<file path="src/rsq_pkg.sv">
// Constants, register map and carrier types for the rail sequencer.
// Assumes a single 125 MHz clock and a decoded serial-bus register port.
//
// Contract
// - Decay selected: downward code stops both FETs
// - Decay applies only to decreasing codes
// - Mask power ok until below new overvoltage
// - Upward during decay: wait ramp, then track
// - Aux one decodes tabulated steps, 1111 unused
// - Aux codes from bus; two/three 0.70V+0.05V
// - Option keeps aux one on through shutdown
// - Any member joins tree; status in registers
// - Per-output assertion delay within its range
// - Status output selectable as software output
// - Status output push-pull configuration supported
// - Enable from pin, prior power ok, software
// - Software enables or disables any rail directly; code ORs sw_en with the sequenced enable, so cannot disable it
// - Six group inputs; each member picks one
// - Inputs three/six as active-low sleep
// - Pin and power ok conditions combine
// - Per-rail delay before internal enable asserts
// - Mask power ok during voltage ramp
// - Hold enable until prior power ok asserts

package rsq_pkg;

  localparam int N_RAIL = 6;
  localparam int N_MEM  = 12;
  localparam int N_TREE = 4;
  localparam int N_GRP  = 6;

  // Timing
  localparam int CLK_HZ       = 125_000_000;
  localparam int CLK_NS       = 8;
  localparam int TICK_MS      = 1;
  localparam int MS_CYCLES    = CLK_HZ / 1000 * TICK_MS;
  localparam int DVS_STEP_NS  = 6000;
  localparam int DVS_STEP_CYC = DVS_STEP_NS / CLK_NS;

  // Register offsets
  localparam logic [7:0] RAIL_CFG_BASE = 8'h00;
  localparam logic [7:0] SLP_CODE_BASE = 8'h08;
  localparam logic [7:0] SLP_ASGN_3    = 8'h10;
  localparam logic [7:0] SLP_ASGN_6    = 8'h11;
  localparam logic [7:0] SLP_MODE      = 8'h12;
  localparam logic [7:0] EN_CFG_BASE   = 8'h20;
  localparam logic [7:0] EN_SRC_BASE   = 8'h30;
  localparam logic [7:0] SW_EN_LO      = 8'h40;
  localparam logic [7:0] SW_EN_HI      = 8'h41;
  localparam logic [7:0] TREE_BASE     = 8'h50;
  localparam logic [7:0] TREE_DLY_BASE = 8'h58;
  localparam logic [7:0] GPO_MODE      = 8'h5c;
  localparam logic [7:0] GPO_PP        = 8'h5d;
  localparam logic [7:0] PG_STAT_LO    = 8'h60;
  localparam logic [7:0] PG_STAT_HI    = 8'h61;
  localparam logic [7:0] AUX_CODE_A    = 8'h9a;
  localparam logic [7:0] AUX_CODE_B    = 8'h9b;
  localparam logic [7:0] AUX_CODE_C    = 8'hae;

  // Field positions
  localparam int DECAY_BIT   = 7;
  localparam int EN_USE_PIN  = 3;
  localparam int EN_USE_PG   = 4;
  localparam int AUX_ONE_MEM = 6;
  localparam int SLP_PIN_3   = 2;
  localparam int SLP_PIN_6   = 5;

  // Tree delay limits in ms, element 0 is status output one
  localparam logic [3:0][6:0] PG_DLY_MIN = {7'h00, 7'h05, 7'h00, 7'h00};
  localparam logic [3:0][6:0] PG_DLY_MAX = {7'h64, 7'h64, 7'h64, 7'h0f};

  // Aux one output in mV, index = code; 1111 unused reads 0
  localparam logic [15:0][11:0] AUX1_MV_TBL = {
    12'h000, 12'hce4, 12'hbb8, 12'hb22, 12'ha28, 12'h9c4, 12'h960, 12'h8fc,
    12'h834, 12'h7d0, 12'h76c, 12'h708, 12'h6a4, 12'h640, 12'h5dc, 12'h546};
  localparam logic [11:0] AUXB_BASE_MV = 12'h2bc;
  localparam logic [11:0] AUXB_STEP_MV = 12'h032;
  localparam logic [11:0] AUXB_TOP_MV  = 12'h5dc;
  localparam logic [3:0]  AUX_CODE_TOP = 4'hf;

  typedef enum logic [3:0] {
    RS_IDLE  = 4'b0001,
    RS_SLEW  = 4'b0010,
    RS_DECAY = 4'b0100,
    RS_CATCH = 4'b1000
  } rsq_rail_st_e;

  typedef struct packed {
    logic       fet_en;
    logic [6:0] code;
  } rsq_rail_drive_s;

  typedef struct packed {
    rsq_rail_st_e    st;
    rsq_rail_drive_s drive;
    logic            pg_mask;
  } rsq_rail_s;

  typedef struct packed {
    logic [6:0] cnt;
    logic       done;
  } rsq_timer_s;

  typedef struct packed {
    logic [16:0]       tick_cnt;
    logic              tick;
    logic [9:0]        step_cnt;
    logic              step;
    logic [5:0][7:0]   rail_cfg;
    logic [5:0][6:0]   slp_code;
    logic [5:0]        slp_asgn3;
    logic [5:0]        slp_asgn6;
    logic [1:0]        slp_mode;
    logic [11:0][7:0]  en_cfg;
    logic [11:0][7:0]  en_src;
    logic [11:0]       sw_en;
    logic [3:0][11:0]  tree_mask;
    logic [3:0][6:0]   tree_dly;
    logic [3:0]        gpo_sw;
    logic [3:0]        gpo_lvl;
    logic [3:0]        gpo_pp;
    logic [2:0][3:0]   aux_code;
    logic [11:0]       rail_en;
    logic [11:0]       pg_stat;
    logic [3:0]        stat_o;
    logic [3:0]        stat_oe;
    logic [2:0][11:0]  aux_mv;
    logic [7:0]        rdata;
  } rsq_top_s;

endpackage

</file>
<file path="src/rsq_timer.sv">
// Restartable delay timer counting millisecond ticks.
// Assumes tick is a one-cycle pulse from the top-level divider.
`timescale 1ns/1ps
`default_nettype none

module rsq_timer (
  // Clock and reset
  input  wire logic       clk,
  input  wire logic       rst,
  // Timing
  input  wire logic       tick,
  input  wire logic [6:0] limit,
  input  wire logic       cond,
  output var  logic       done
);

  rsq_pkg::rsq_timer_s q, d;

  always_comb begin
    d = q;
    if (!cond) begin
      d.cnt  = 7'h00;
      d.done = 1'b0;
    end else if (!q.done) begin
      if (q.cnt >= limit) begin
        d.done = 1'b1;
      end else if (tick) begin
        d.cnt = 7'(q.cnt + 7'h01);
      end
    end
  end

  always_ff @(posedge clk) begin
    if (rst) begin
      q <= '0;
    end else begin
      q <= d;
    end
  end

  assign done = q.done;

endmodule

`default_nettype wire

</file>
<file path="src/rsq_rail.sv">
// Voltage-code ramp and decay control for one switching rail.
// Assumes comparator inputs synchronous to the clock.
`timescale 1ns/1ps
`default_nettype none

module rsq_rail (
  // Clock and reset
  input  wire logic                     clk,
  input  wire logic                     rst,
  // Control
  input  wire logic                     en,
  input  wire logic [6:0]               tgt,
  input  wire logic                     decay,
  input  wire logic                     step,
  // Analog comparators
  input  wire logic                     below_ov,
  input  wire logic                     ramp_at_vout,
  // Outputs
  output rsq_pkg::rsq_rail_drive_s      drive,
  output var  logic                     pg_mask
);

  rsq_pkg::rsq_rail_s q, d;

  always_comb begin
    d = q;
    if (!en) begin
      d.st           = rsq_pkg::RS_IDLE;
      d.drive.fet_en = 1'b0;
      d.drive.code   = tgt;
      d.pg_mask      = 1'b0;
    end else begin
      case (q.st)
        rsq_pkg::RS_IDLE, rsq_pkg::RS_SLEW: begin
          d.drive.fet_en = 1'b1;
          if (tgt < q.drive.code && decay) begin
            d.drive.code   = tgt;
            d.drive.fet_en = 1'b0;
            d.pg_mask      = 1'b1;
            d.st           = rsq_pkg::RS_DECAY;
          end else if (tgt == q.drive.code) begin
            d.pg_mask = 1'b0;
            d.st      = rsq_pkg::RS_IDLE;
          end else begin
            d.pg_mask = 1'b1;
            d.st      = rsq_pkg::RS_SLEW;
            if (step && q.st == rsq_pkg::RS_SLEW) begin
              if (tgt > q.drive.code) begin
                d.drive.code = 7'(q.drive.code + 7'h01);
              end else begin
                d.drive.code = 7'(q.drive.code - 7'h01);
              end
            end
          end
        end
        rsq_pkg::RS_DECAY: begin
          d.drive.fet_en = 1'b0;
          d.pg_mask      = 1'b1;
          if (tgt > q.drive.code) begin
            d.st = rsq_pkg::RS_CATCH;
          end else if (tgt < q.drive.code) begin
            d.drive.code = tgt;
          end else if (below_ov) begin
            d.drive.fet_en = 1'b1;
            d.pg_mask      = 1'b0;
            d.st           = rsq_pkg::RS_IDLE;
          end
        end
        rsq_pkg::RS_CATCH: begin
          d.drive.fet_en = 1'b0;
          d.pg_mask      = 1'b1;
          if (ramp_at_vout || tgt == q.drive.code) begin
            d.drive.fet_en = 1'b1;
            d.st           = rsq_pkg::RS_SLEW;
          end else if (tgt < q.drive.code) begin
            d.drive.code = tgt;
            d.st         = rsq_pkg::RS_DECAY;
          end else if (step) begin
            d.drive.code = 7'(q.drive.code + 7'h01);
          end
        end
        default: begin
          d.st = rsq_pkg::RS_IDLE;
        end
      endcase
    end
  end

  always_ff @(posedge clk) begin
    if (rst) begin
      q    <= '0;
      q.st <= rsq_pkg::RS_IDLE;
    end else begin
      q <= d;
    end
  end

  assign drive   = q.drive;
  assign pg_mask = q.pg_mask;

endmodule

`default_nettype wire

</file>
<file path="src/rsq_top.sv">
// Rail enable sequencing, power-ok tree and status outputs.
// Assumes a decoded serial-bus register port and synchronous pins.
`timescale 1ns/1ps
`default_nettype none

module rsq_top #(
  parameter int MS_CYCLES = rsq_pkg::MS_CYCLES
) (
  // Clock and reset
  input  wire logic                          CLK,
  input  wire logic                          SYS_RST,
  // Register port
  input  wire logic                          REG_WE,
  input  wire logic                          REG_RE,
  input  wire logic [7:0]                    REG_ADDR,
  input  wire logic [7:0]                    REG_WDATA,
  output var  logic [7:0]                    REG_RDATA,
  // Group control inputs
  input  wire logic [5:0]                    GROUP_CONTROL_INPUT,
  // Supply and shutdown
  input  wire logic                          VSYS_OK,
  input  wire logic                          EMERG_SHDN,
  input  wire logic                          AUX_ONE_ALWAYS_ON,
  // Analog feedback
  input  wire logic [11:0]                   POWER_OK_RAW,
  input  wire logic [5:0]                    VOUT_BELOW_OV,
  input  wire logic [5:0]                    RAMP_AT_VOUT,
  // Rail drive
  output var  logic [11:0]                   RAIL_EN,
  output rsq_pkg::rsq_rail_drive_s [5:0]     RAIL_DRIVE,
  output var  logic [2:0][11:0]              AUX_MV,
  // Status outputs
  output var  logic [3:0]                    STATUS_O,
  output var  logic [3:0]                    STATUS_OE
);

  rsq_pkg::rsq_top_s q, d;

  logic [11:0] en_qual;
  logic [11:0] en_done;
  logic [3:0]  tree_ok;
  logic [3:0]  tree_done;
  logic [5:0]  pg_mask;
  logic [5:0]  grp_pin;
  logic [5:0]  sleeping;

  function automatic logic [6:0] clamp_dly(input logic [6:0] v, input int k);
    logic [6:0] r;
    r = v;
    if (v < rsq_pkg::PG_DLY_MIN[k]) begin
      r = rsq_pkg::PG_DLY_MIN[k];
    end else if (v > rsq_pkg::PG_DLY_MAX[k]) begin
      r = rsq_pkg::PG_DLY_MAX[k];
    end
    return r;
  endfunction

  function automatic logic [11:0] auxb_mv(input logic [3:0] c);
    logic [11:0] r;
    r = 12'(rsq_pkg::AUXB_BASE_MV + rsq_pkg::AUXB_STEP_MV * 12'(c));
    if (c == rsq_pkg::AUX_CODE_TOP) begin
      r = rsq_pkg::AUXB_TOP_MV;
    end
    return r;
  endfunction

  function automatic logic hit(input logic [7:0] base, input int i);
    return REG_ADDR == 8'(base + 8'(i));
  endfunction

  ////////////////////////////////////////////////////////////////////////////
  // Group pins, sleep and enable qualification

  always_comb begin
    grp_pin = GROUP_CONTROL_INPUT;
    if (q.slp_mode[0]) begin
      grp_pin[rsq_pkg::SLP_PIN_3] = 1'b1;
    end
    if (q.slp_mode[1]) begin
      grp_pin[rsq_pkg::SLP_PIN_6] = 1'b1;
    end
    for (int i = 0; i < rsq_pkg::N_RAIL; i++) begin
      sleeping[i] = (q.slp_mode[0] && !GROUP_CONTROL_INPUT[rsq_pkg::SLP_PIN_3]
                     && q.slp_asgn3[i])
                 || (q.slp_mode[1] && !GROUP_CONTROL_INPUT[rsq_pkg::SLP_PIN_6]
                     && q.slp_asgn6[i]);
    end
  end

  always_comb begin
    for (int m = 0; m < rsq_pkg::N_MEM; m++) begin
      logic use_pin;
      logic use_pg;
      logic pin_ok;
      logic pg_ok;
      use_pin = q.en_cfg[m][rsq_pkg::EN_USE_PIN];
      use_pg  = q.en_cfg[m][rsq_pkg::EN_USE_PG];
      pin_ok  = !use_pin || grp_pin[q.en_cfg[m][2:0]];
      pg_ok   = !use_pg || q.pg_stat[q.en_src[m][3:0]];
      en_qual[m] = (use_pin || use_pg) && pin_ok && pg_ok && !EMERG_SHDN;
    end
  end

  ////////////////////////////////////////////////////////////////////////////
  // Timers and switching rails

  for (genvar m = 0; m < rsq_pkg::N_MEM; m++) begin : g_en
    rsq_timer u_en_dly (
      .clk   (CLK),
      .rst   (SYS_RST),
      .tick  (q.tick),
      .limit ({3'h0, q.en_src[m][7:4]}),
      .cond  (en_qual[m]),
      .done  (en_done[m])
    );
  end

  for (genvar k = 0; k < rsq_pkg::N_TREE; k++) begin : g_tree
    assign tree_ok[k] = (q.tree_mask[k] != 12'h000)
                     && ((q.pg_stat & q.tree_mask[k]) == q.tree_mask[k]);
    rsq_timer u_pg_dly (
      .clk   (CLK),
      .rst   (SYS_RST),
      .tick  (q.tick),
      .limit (clamp_dly(q.tree_dly[k], k)),
      .cond  (tree_ok[k]),
      .done  (tree_done[k])
    );
  end

  for (genvar i = 0; i < rsq_pkg::N_RAIL; i++) begin : g_rail
    rsq_rail u_rail (
      .clk          (CLK),
      .rst          (SYS_RST),
      .en           (q.rail_en[i]),
      .tgt          (sleeping[i] ? q.slp_code[i] : q.rail_cfg[i][6:0]),
      .decay        (q.rail_cfg[i][rsq_pkg::DECAY_BIT]),
      .step         (q.step),
      .below_ov     (VOUT_BELOW_OV[i]),
      .ramp_at_vout (RAMP_AT_VOUT[i]),
      .drive        (RAIL_DRIVE[i]),
      .pg_mask      (pg_mask[i])
    );
  end

  ////////////////////////////////////////////////////////////////////////////
  // Next state

  always_comb begin
    d = q;

    // Millisecond tick and ramp step dividers
    d.tick = 1'b0;
    d.step = 1'b0;
    if (q.tick_cnt == 17'(MS_CYCLES - 1)) begin
      d.tick_cnt = 17'h0_0000;
      d.tick     = 1'b1;
    end else begin
      d.tick_cnt = 17'(q.tick_cnt + 17'h0_0001);
    end
    if (q.step_cnt == 10'(rsq_pkg::DVS_STEP_CYC - 1)) begin
      d.step_cnt = 10'h000;
      d.step     = 1'b1;
    end else begin
      d.step_cnt = 10'(q.step_cnt + 10'h001);
    end

    // Register writes
    if (REG_WE) begin
      for (int i = 0; i < rsq_pkg::N_RAIL; i++) begin
        if (hit(rsq_pkg::RAIL_CFG_BASE, i)) d.rail_cfg[i] = REG_WDATA;
        if (hit(rsq_pkg::SLP_CODE_BASE, i)) d.slp_code[i] = REG_WDATA[6:0];
      end
      for (int m = 0; m < rsq_pkg::N_MEM; m++) begin
        if (hit(rsq_pkg::EN_CFG_BASE, m)) d.en_cfg[m] = REG_WDATA;
        if (hit(rsq_pkg::EN_SRC_BASE, m)) d.en_src[m] = REG_WDATA;
      end
      for (int k = 0; k < rsq_pkg::N_TREE; k++) begin
        if (hit(rsq_pkg::TREE_BASE, 2 * k)) d.tree_mask[k][7:0] = REG_WDATA;
        if (hit(rsq_pkg::TREE_BASE, 2 * k + 1)) d.tree_mask[k][11:8] = REG_WDATA[3:0];
        if (hit(rsq_pkg::TREE_DLY_BASE, k)) d.tree_dly[k] = REG_WDATA[6:0];
      end
      case (REG_ADDR)
        rsq_pkg::SLP_ASGN_3: d.slp_asgn3 = REG_WDATA[5:0];
        rsq_pkg::SLP_ASGN_6: d.slp_asgn6 = REG_WDATA[5:0];
        rsq_pkg::SLP_MODE:   d.slp_mode  = REG_WDATA[1:0];
        rsq_pkg::SW_EN_LO:   d.sw_en[7:0]  = REG_WDATA;
        rsq_pkg::SW_EN_HI:   d.sw_en[11:8] = REG_WDATA[3:0];
        rsq_pkg::GPO_MODE: begin
          d.gpo_sw  = REG_WDATA[3:0];
          d.gpo_lvl = REG_WDATA[7:4];
        end
        rsq_pkg::GPO_PP:     d.gpo_pp      = REG_WDATA[3:0];
        rsq_pkg::AUX_CODE_A: d.aux_code[0] = REG_WDATA[3:0];
        rsq_pkg::AUX_CODE_B: d.aux_code[1] = REG_WDATA[3:0];
        rsq_pkg::AUX_CODE_C: d.aux_code[2] = REG_WDATA[3:0];
        default: ;
      endcase
    end

    // Rail enables
    for (int m = 0; m < rsq_pkg::N_MEM; m++) begin
      d.rail_en[m] = (q.sw_en[m] || en_done[m]) && !EMERG_SHDN;
    end
    if (AUX_ONE_ALWAYS_ON && VSYS_OK) begin
      d.rail_en[rsq_pkg::AUX_ONE_MEM] = 1'b1;
    end

    // Power ok per member, masked during ramp or decay
    for (int m = 0; m < rsq_pkg::N_MEM; m++) begin
      d.pg_stat[m] = POWER_OK_RAW[m] && q.rail_en[m];
    end
    for (int i = 0; i < rsq_pkg::N_RAIL; i++) begin
      if (pg_mask[i]) d.pg_stat[i] = 1'b0;
    end

    // Status output pins
    for (int k = 0; k < rsq_pkg::N_TREE; k++) begin
      logic lvl;
      lvl = q.gpo_sw[k] ? q.gpo_lvl[k] : (tree_done[k] && !EMERG_SHDN);
      d.stat_o[k]  = q.gpo_pp[k] ? lvl : 1'b0;
      d.stat_oe[k] = q.gpo_pp[k] ? 1'b1 : !lvl;
    end

    // Aux regulator levels
    d.aux_mv[0] = rsq_pkg::AUX1_MV_TBL[q.aux_code[0]];
    d.aux_mv[1] = auxb_mv(q.aux_code[1]);
    d.aux_mv[2] = auxb_mv(q.aux_code[2]);

    // Register reads
    d.rdata = 8'h00;
    if (REG_RE) begin
      for (int i = 0; i < rsq_pkg::N_RAIL; i++) begin
        if (hit(rsq_pkg::RAIL_CFG_BASE, i)) d.rdata = q.rail_cfg[i];
        if (hit(rsq_pkg::SLP_CODE_BASE, i)) d.rdata = {1'b0, q.slp_code[i]};
      end
      for (int m = 0; m < rsq_pkg::N_MEM; m++) begin
        if (hit(rsq_pkg::EN_CFG_BASE, m)) d.rdata = q.en_cfg[m];
        if (hit(rsq_pkg::EN_SRC_BASE, m)) d.rdata = q.en_src[m];
      end
      for (int k = 0; k < rsq_pkg::N_TREE; k++) begin
        if (hit(rsq_pkg::TREE_BASE, 2 * k)) d.rdata = q.tree_mask[k][7:0];
        if (hit(rsq_pkg::TREE_BASE, 2 * k + 1)) d.rdata = {4'h0, q.tree_mask[k][11:8]};
        if (hit(rsq_pkg::TREE_DLY_BASE, k)) d.rdata = {1'b0, q.tree_dly[k]};
      end
      case (REG_ADDR)
        rsq_pkg::SLP_ASGN_3: d.rdata = {2'h0, q.slp_asgn3};
        rsq_pkg::SLP_ASGN_6: d.rdata = {2'h0, q.slp_asgn6};
        rsq_pkg::SLP_MODE:   d.rdata = {6'h00, q.slp_mode};
        rsq_pkg::SW_EN_LO:   d.rdata = q.sw_en[7:0];
        rsq_pkg::SW_EN_HI:   d.rdata = {4'h0, q.sw_en[11:8]};
        rsq_pkg::GPO_MODE:   d.rdata = {q.gpo_lvl, q.gpo_sw};
        rsq_pkg::GPO_PP:     d.rdata = {4'h0, q.gpo_pp};
        rsq_pkg::PG_STAT_LO: d.rdata = q.pg_stat[7:0];
        rsq_pkg::PG_STAT_HI: d.rdata = {4'h0, q.pg_stat[11:8]};
        rsq_pkg::AUX_CODE_A: d.rdata = {4'h0, q.aux_code[0]};
        rsq_pkg::AUX_CODE_B: d.rdata = {4'h0, q.aux_code[1]};
        rsq_pkg::AUX_CODE_C: d.rdata = {4'h0, q.aux_code[2]};
        default: ;
      endcase
    end
  end

  ////////////////////////////////////////////////////////////////////////////
  // State register

  always_ff @(posedge CLK) begin
    if (SYS_RST) begin
      q         <= '0;
      q.stat_oe <= 4'hf;
    end else begin
      q <= d;
    end
  end

  assign REG_RDATA = q.rdata;
  assign RAIL_EN   = q.rail_en;
  assign AUX_MV    = q.aux_mv;
  assign STATUS_O  = q.stat_o;
  assign STATUS_OE = q.stat_oe;

endmodule

`default_nettype wire

</file>
<file path="config.mk">
export PLATFORM = sky130hd
export DESIGN_NAME = rsq_top
export DESIGN_NICKNAME = d
export VERILOG_FILES = /design/src/rsq_pkg.sv /design/src/rsq_timer.sv /design/src/rsq_rail.sv /design/src/rsq_top.sv
export SDC_FILE = /design/constraint.sdc
export NUM_CORES = 2
export LEC_CHECK = 0
export ABC_AREA = 1
export BUFFER_PORTS_ARGS = -buffer_cell sky130_fd_sc_hd__buf_4
export CAP_MARGIN = 30
export CORE_MARGIN = 1
export CORE_UTILIZATION = 50
export CTS_CLUSTER_SIZE = 20
export DETAILED_ROUTE_END_ITERATION = 12
export GPL_TIMING_DRIVEN = 0
export HOLD_SLACK_MARGIN = 0.15
export PLACE_DENSITY = 0.68
export REMOVE_ABC_BUFFERS = 1
export SKIP_LAST_GASP = 1
export SYNTH_ARGS = -nofsm -noshare
export SYNTH_HDL_FRONTEND = slang
export SYNTH_SLANG_ARGS = --single-unit
</file>
<file path="constraint.sdc">
create_clock -name CLK -period 6.1 [get_ports CLK]
set_clock_uncertainty 0.05 [all_clocks]
set_input_delay 0.915 -clock CLK [delete_from_list [all_inputs] [get_ports CLK]]
set_output_delay 0.915 -clock CLK [all_outputs]
set_load 0.05 [all_outputs]
</file>
==> flow_metrics.py <==
metrics = {
    "sta": {
        "fmax_ghz": 0.214,
        "rsz0062_at_grt": "false",
        "hold-worst-slack_ns": 0.349,
        "final-hold-violation-count": 0,
        "slew_headroom": 0.216,
        "worst_slew_pin_slew_ns": 1.18,
        "setup_viol": 0,
        "fin_crit_ns": 4.68,
        "slew_viol_final": 0,
        "finalCritPeriodShare": 0.768,
    },
    "worst_setup_path": {
        "cpMaxStageDelayCell": "a2111oi_0",
        "cp_cell_sequence": "inv_1 -> nor2_1 -> a22o_1 -> nand2_1 -> o21ai_0 -> ha_1 -> nand2_1 -> nor2_1 -> nand4_1 -> inv_1 -> o21ai_0 -> nand2_1 -> nor2_1 -> o21ai_0 -> a2111oi_0 -> nor2_1 -> a211oi_1 -> a211oi_1",
        "crit_path_start_kind": "flip-flop",
        "crit_path_end_kind": "flip-flop",
        "path_class": "flip-flop to flip-flop",
        "crit_required_ns": 6.54,
        "r2r_slack_ns": 1.42,
        "cpMostUsedCell": "nor2_1",
        "cp_max_fo": 14,
        "arrival_ns": 5.12,
        "max_stage_delay_ns": 0.66,
    },
    "routing": {
        "wl_um": 120000,
        "drtIter0Drc": 3511,
        "routedWlPerCell_um": 18.0,
        "firstDrtPassIters": 7,
        "vias": 37600,
        "via_per_inst": 5.64,
        "antenna_left": 0,
        "drcViolationCount": 0,
    },
    "grt": {
        "grt_pass1_wl_um": 185000,
        "antenna_found_initial": 11,
        "grt_pass1_vias": 33600,
        "track_usage": 0.295,
        "grt_overflow": 0,
        "grt_max_degree": 141,
    },
    "status": {
        "status": "complete, no violations",
    },
    "cts": {
        "htree_num_levels": 3,
        "max-clock-path-buffers": 3,
        "cts_resized": 0,
        "insertion_delay_ns": 0.64,
        "cts_root_buffer": "clkbuf_16",
        "numClockSinks": 714,
        "postCtsHoldBufs": 0,
        "postCtsSetupRepairBufs": 0,
        "clk_pin_slew_ns": 0.06,
        "cts_inserted_buffers": 81,
        "cts_tree": "done",
    },
    "yosys": {
        "ys_ff_latch": 714,
        "synth_flop_cell": "dfxtp_1",
        "synth.area.top_cells": "dfxtp_1 37%, a21oi_1 9.5%, nand2_1 8.6%",
        "synth_edf_count": 0,
        "synth_top_area_frac": 0.367,
        "synth_area_per_cell_um2": 6.90,
        "yosysMostFrequentCell": "nand2_1",
        "syn_area_mm2": 0.0389,
        "syn_inst": 5638,
        "yosysSeqAreaShare": 0.367,
        "async_flop_share": 0,
        "yosysWarnings": 0,
        "synth_common_cells": "892 x nand2_1, 777 x inv_1, 741 x a21oi_1",
        "synth_top_area_cell": "dfxtp_1",
        "ys_types": 57,
    },
    "floorplanning": {
        "die_width_um": 281,
        "core_mm2": 0.0765,
        "num_rows": 101,
        "die-area_mm2": 0.0789,
        "pin_count": 165,
        "die_h_um": 281,
        "start_util": 0.509,
    },
    "pwr": {
        "p_per_area_mw_per_mm2": 237,
        "p_leak_nw": 16.0,
        "max-vdd-ir-drop_mv": 0.203,
        "power.total_mw": 10.1,
    },
    "placed_design": {
        "place_congestion": 0.973,
        "io_buffers": 159,
        "dp_hpwl_um": 81300,
        "place_area_mm2": 0.0401,
        "place.detailed.instances": 6524,
    },
    "layout": {
        "drive_above_1_share": 0.0644,
        "fin_area_mm2": 0.0428,
        "layout.cells.non_filler": 6669,
        "nets": 5809,
        "synthToLayoutAreaGrowth_pct": 10.1,
    },
    "min_path": {
        "worstHoldPathType": "flip-flop to flip-flop",
    },
    "job": {
        "maxCapViolCount": 0,
    },
}
==> where the power goes <==
| part | internal (mW) | switching (mW) | total, mW |
|---|---|---|---|
| Sequential | 4.68 | 0.0107 | 4.69 |
| Combinational | 0.106 | 0.334 | 0.440 |
| Clock | 2.98 | 2.03 | 5.01 |
==> stage by stage <==
stage                      util  worst slack, ns  setup TNS [ns]
after floorplan               -             1.76               0
after global placement    0.520            -2.33         -309.34
after detailed placement  0.525            0.890               0
after CTS                 0.560             1.48               0
after global routing      0.560            0.686               0
final                     0.560             1.42               0
==> cells by family (layout without fill, tap and decap cells) <==
group | Yosys count | after routing | share of synthesized area
and+or+nand+nor | 1935 | 1935 | 0.213
AOI/OAI and AO/OA | 1603 | 1603 | 0.223
buffers and inverters | 1128 | 1118 | 0.120
DFF | 714 | 714 | 0.367
adders and majority gates | 179 | 179 | 0.0580
xor gates and xnor gates | 69 | 69 | 0.0155
muxes | 8 | 8 | 0.00232
other | 2 | 13 | 0.000193
==> per-layer routing <==
metal,vias to the layer above,global-route usage,part of all wire
met1,17200,0.395,0.43
met4,10,0.123,0.039
met5,-,0,0.00040
met2,1512,0.469,0.44
met3,290,0.0473,0.088
li1,18600,-,-
==> path summary, 6_finish.rpt <==
| check | start | endpoint | depth (start not counted) |
|---|---|---|---|
| worst min register to register | g_rail[4].u_rail.pg_mask$_SDFFE_PP0P_ | q[56]$_SDFF_PP0_ | 1 |
| worst max-delay path | q[380]$_SDFFE_PP0P_ | g_rail[1].u_rail.drive[3]$_SDFFE_PP0P_ | 18 |
| worst max register to register | q[380]$_SDFFE_PP0P_ | g_rail[1].u_rail.drive[3]$_SDFFE_PP0P_ | 18 |
| worst min-delay path | g_rail[4].u_rail.pg_mask$_SDFFE_PP0P_ | q[56]$_SDFF_PP0_ | 1 |
==> worst max-delay path: cells and delay by family, from the launching register on <==
kind,cells,cell delay [ns]
buf+inv,2,0.20
flops,1,0.45
compound gates,7,2.13
simple gates,8,1.39
fa+ha+maj,1,0.32
==> layout by cell type (no fill, tap or decap), types with 10 or more instances in the layout <==
cell and n:
a2111oi_0 14, a211oi_1 31, a21boi_0 16, a21oi_1 741, a221oi_1 31, a31oi_1 14
buf_16 11, buf_4 158, clkbuf_1 15, clkbuf_16 83, clkbuf_8 16, clkinv_2 11
dfxtp_1 714, ha_1 177, inv_1 777, inv_2 12, nand2_1 892, nand3_1 291
nand4_1 82, nor2_1 489, nor3_1 73, nor3b_1 29, nor4_1 37, o211ai_1 24
o21a_1 26, o21ai_0 616, o221ai_1 10, o22ai_1 33, xor2_1 62
==> area by class of cell <==
class | instances | area (um^2)
antenna | 5 | 12.5
multi-input combinational | 3802 | 20000
clock inverter | 26 | 332
fill | 7361 | 33600
clock buffer | 114 | 2350
sequential | 714 | 14300
tap | 1030 | 1290
inverter | 796 | 3000
timing repair buffer | 182 | 1580
==> state kept, by name, summed over array words and instances (netlist names) <==
| name | count |
|---|---|
| g_rail.u_rail.pg_mask | 6 |
| REG_RDATA | 8 |
| STATUS_OE | 4 |
| RAIL_EN | 12 |
| g_en.u_en_dly.done | 12 |
| g_tree.u_pg_dly.done | 4 |
| g_rail.u_rail.drive | 48 |
| g_en.u_en_dly.q | 84 |
| g_tree.u_pg_dly.q | 28 |
| STATUS_O | 4 |
| AUX_MV | 31 |
| q | 449 |
| g_rail.u_rail.q | 24 |
(Power assumes the default switching activity.)
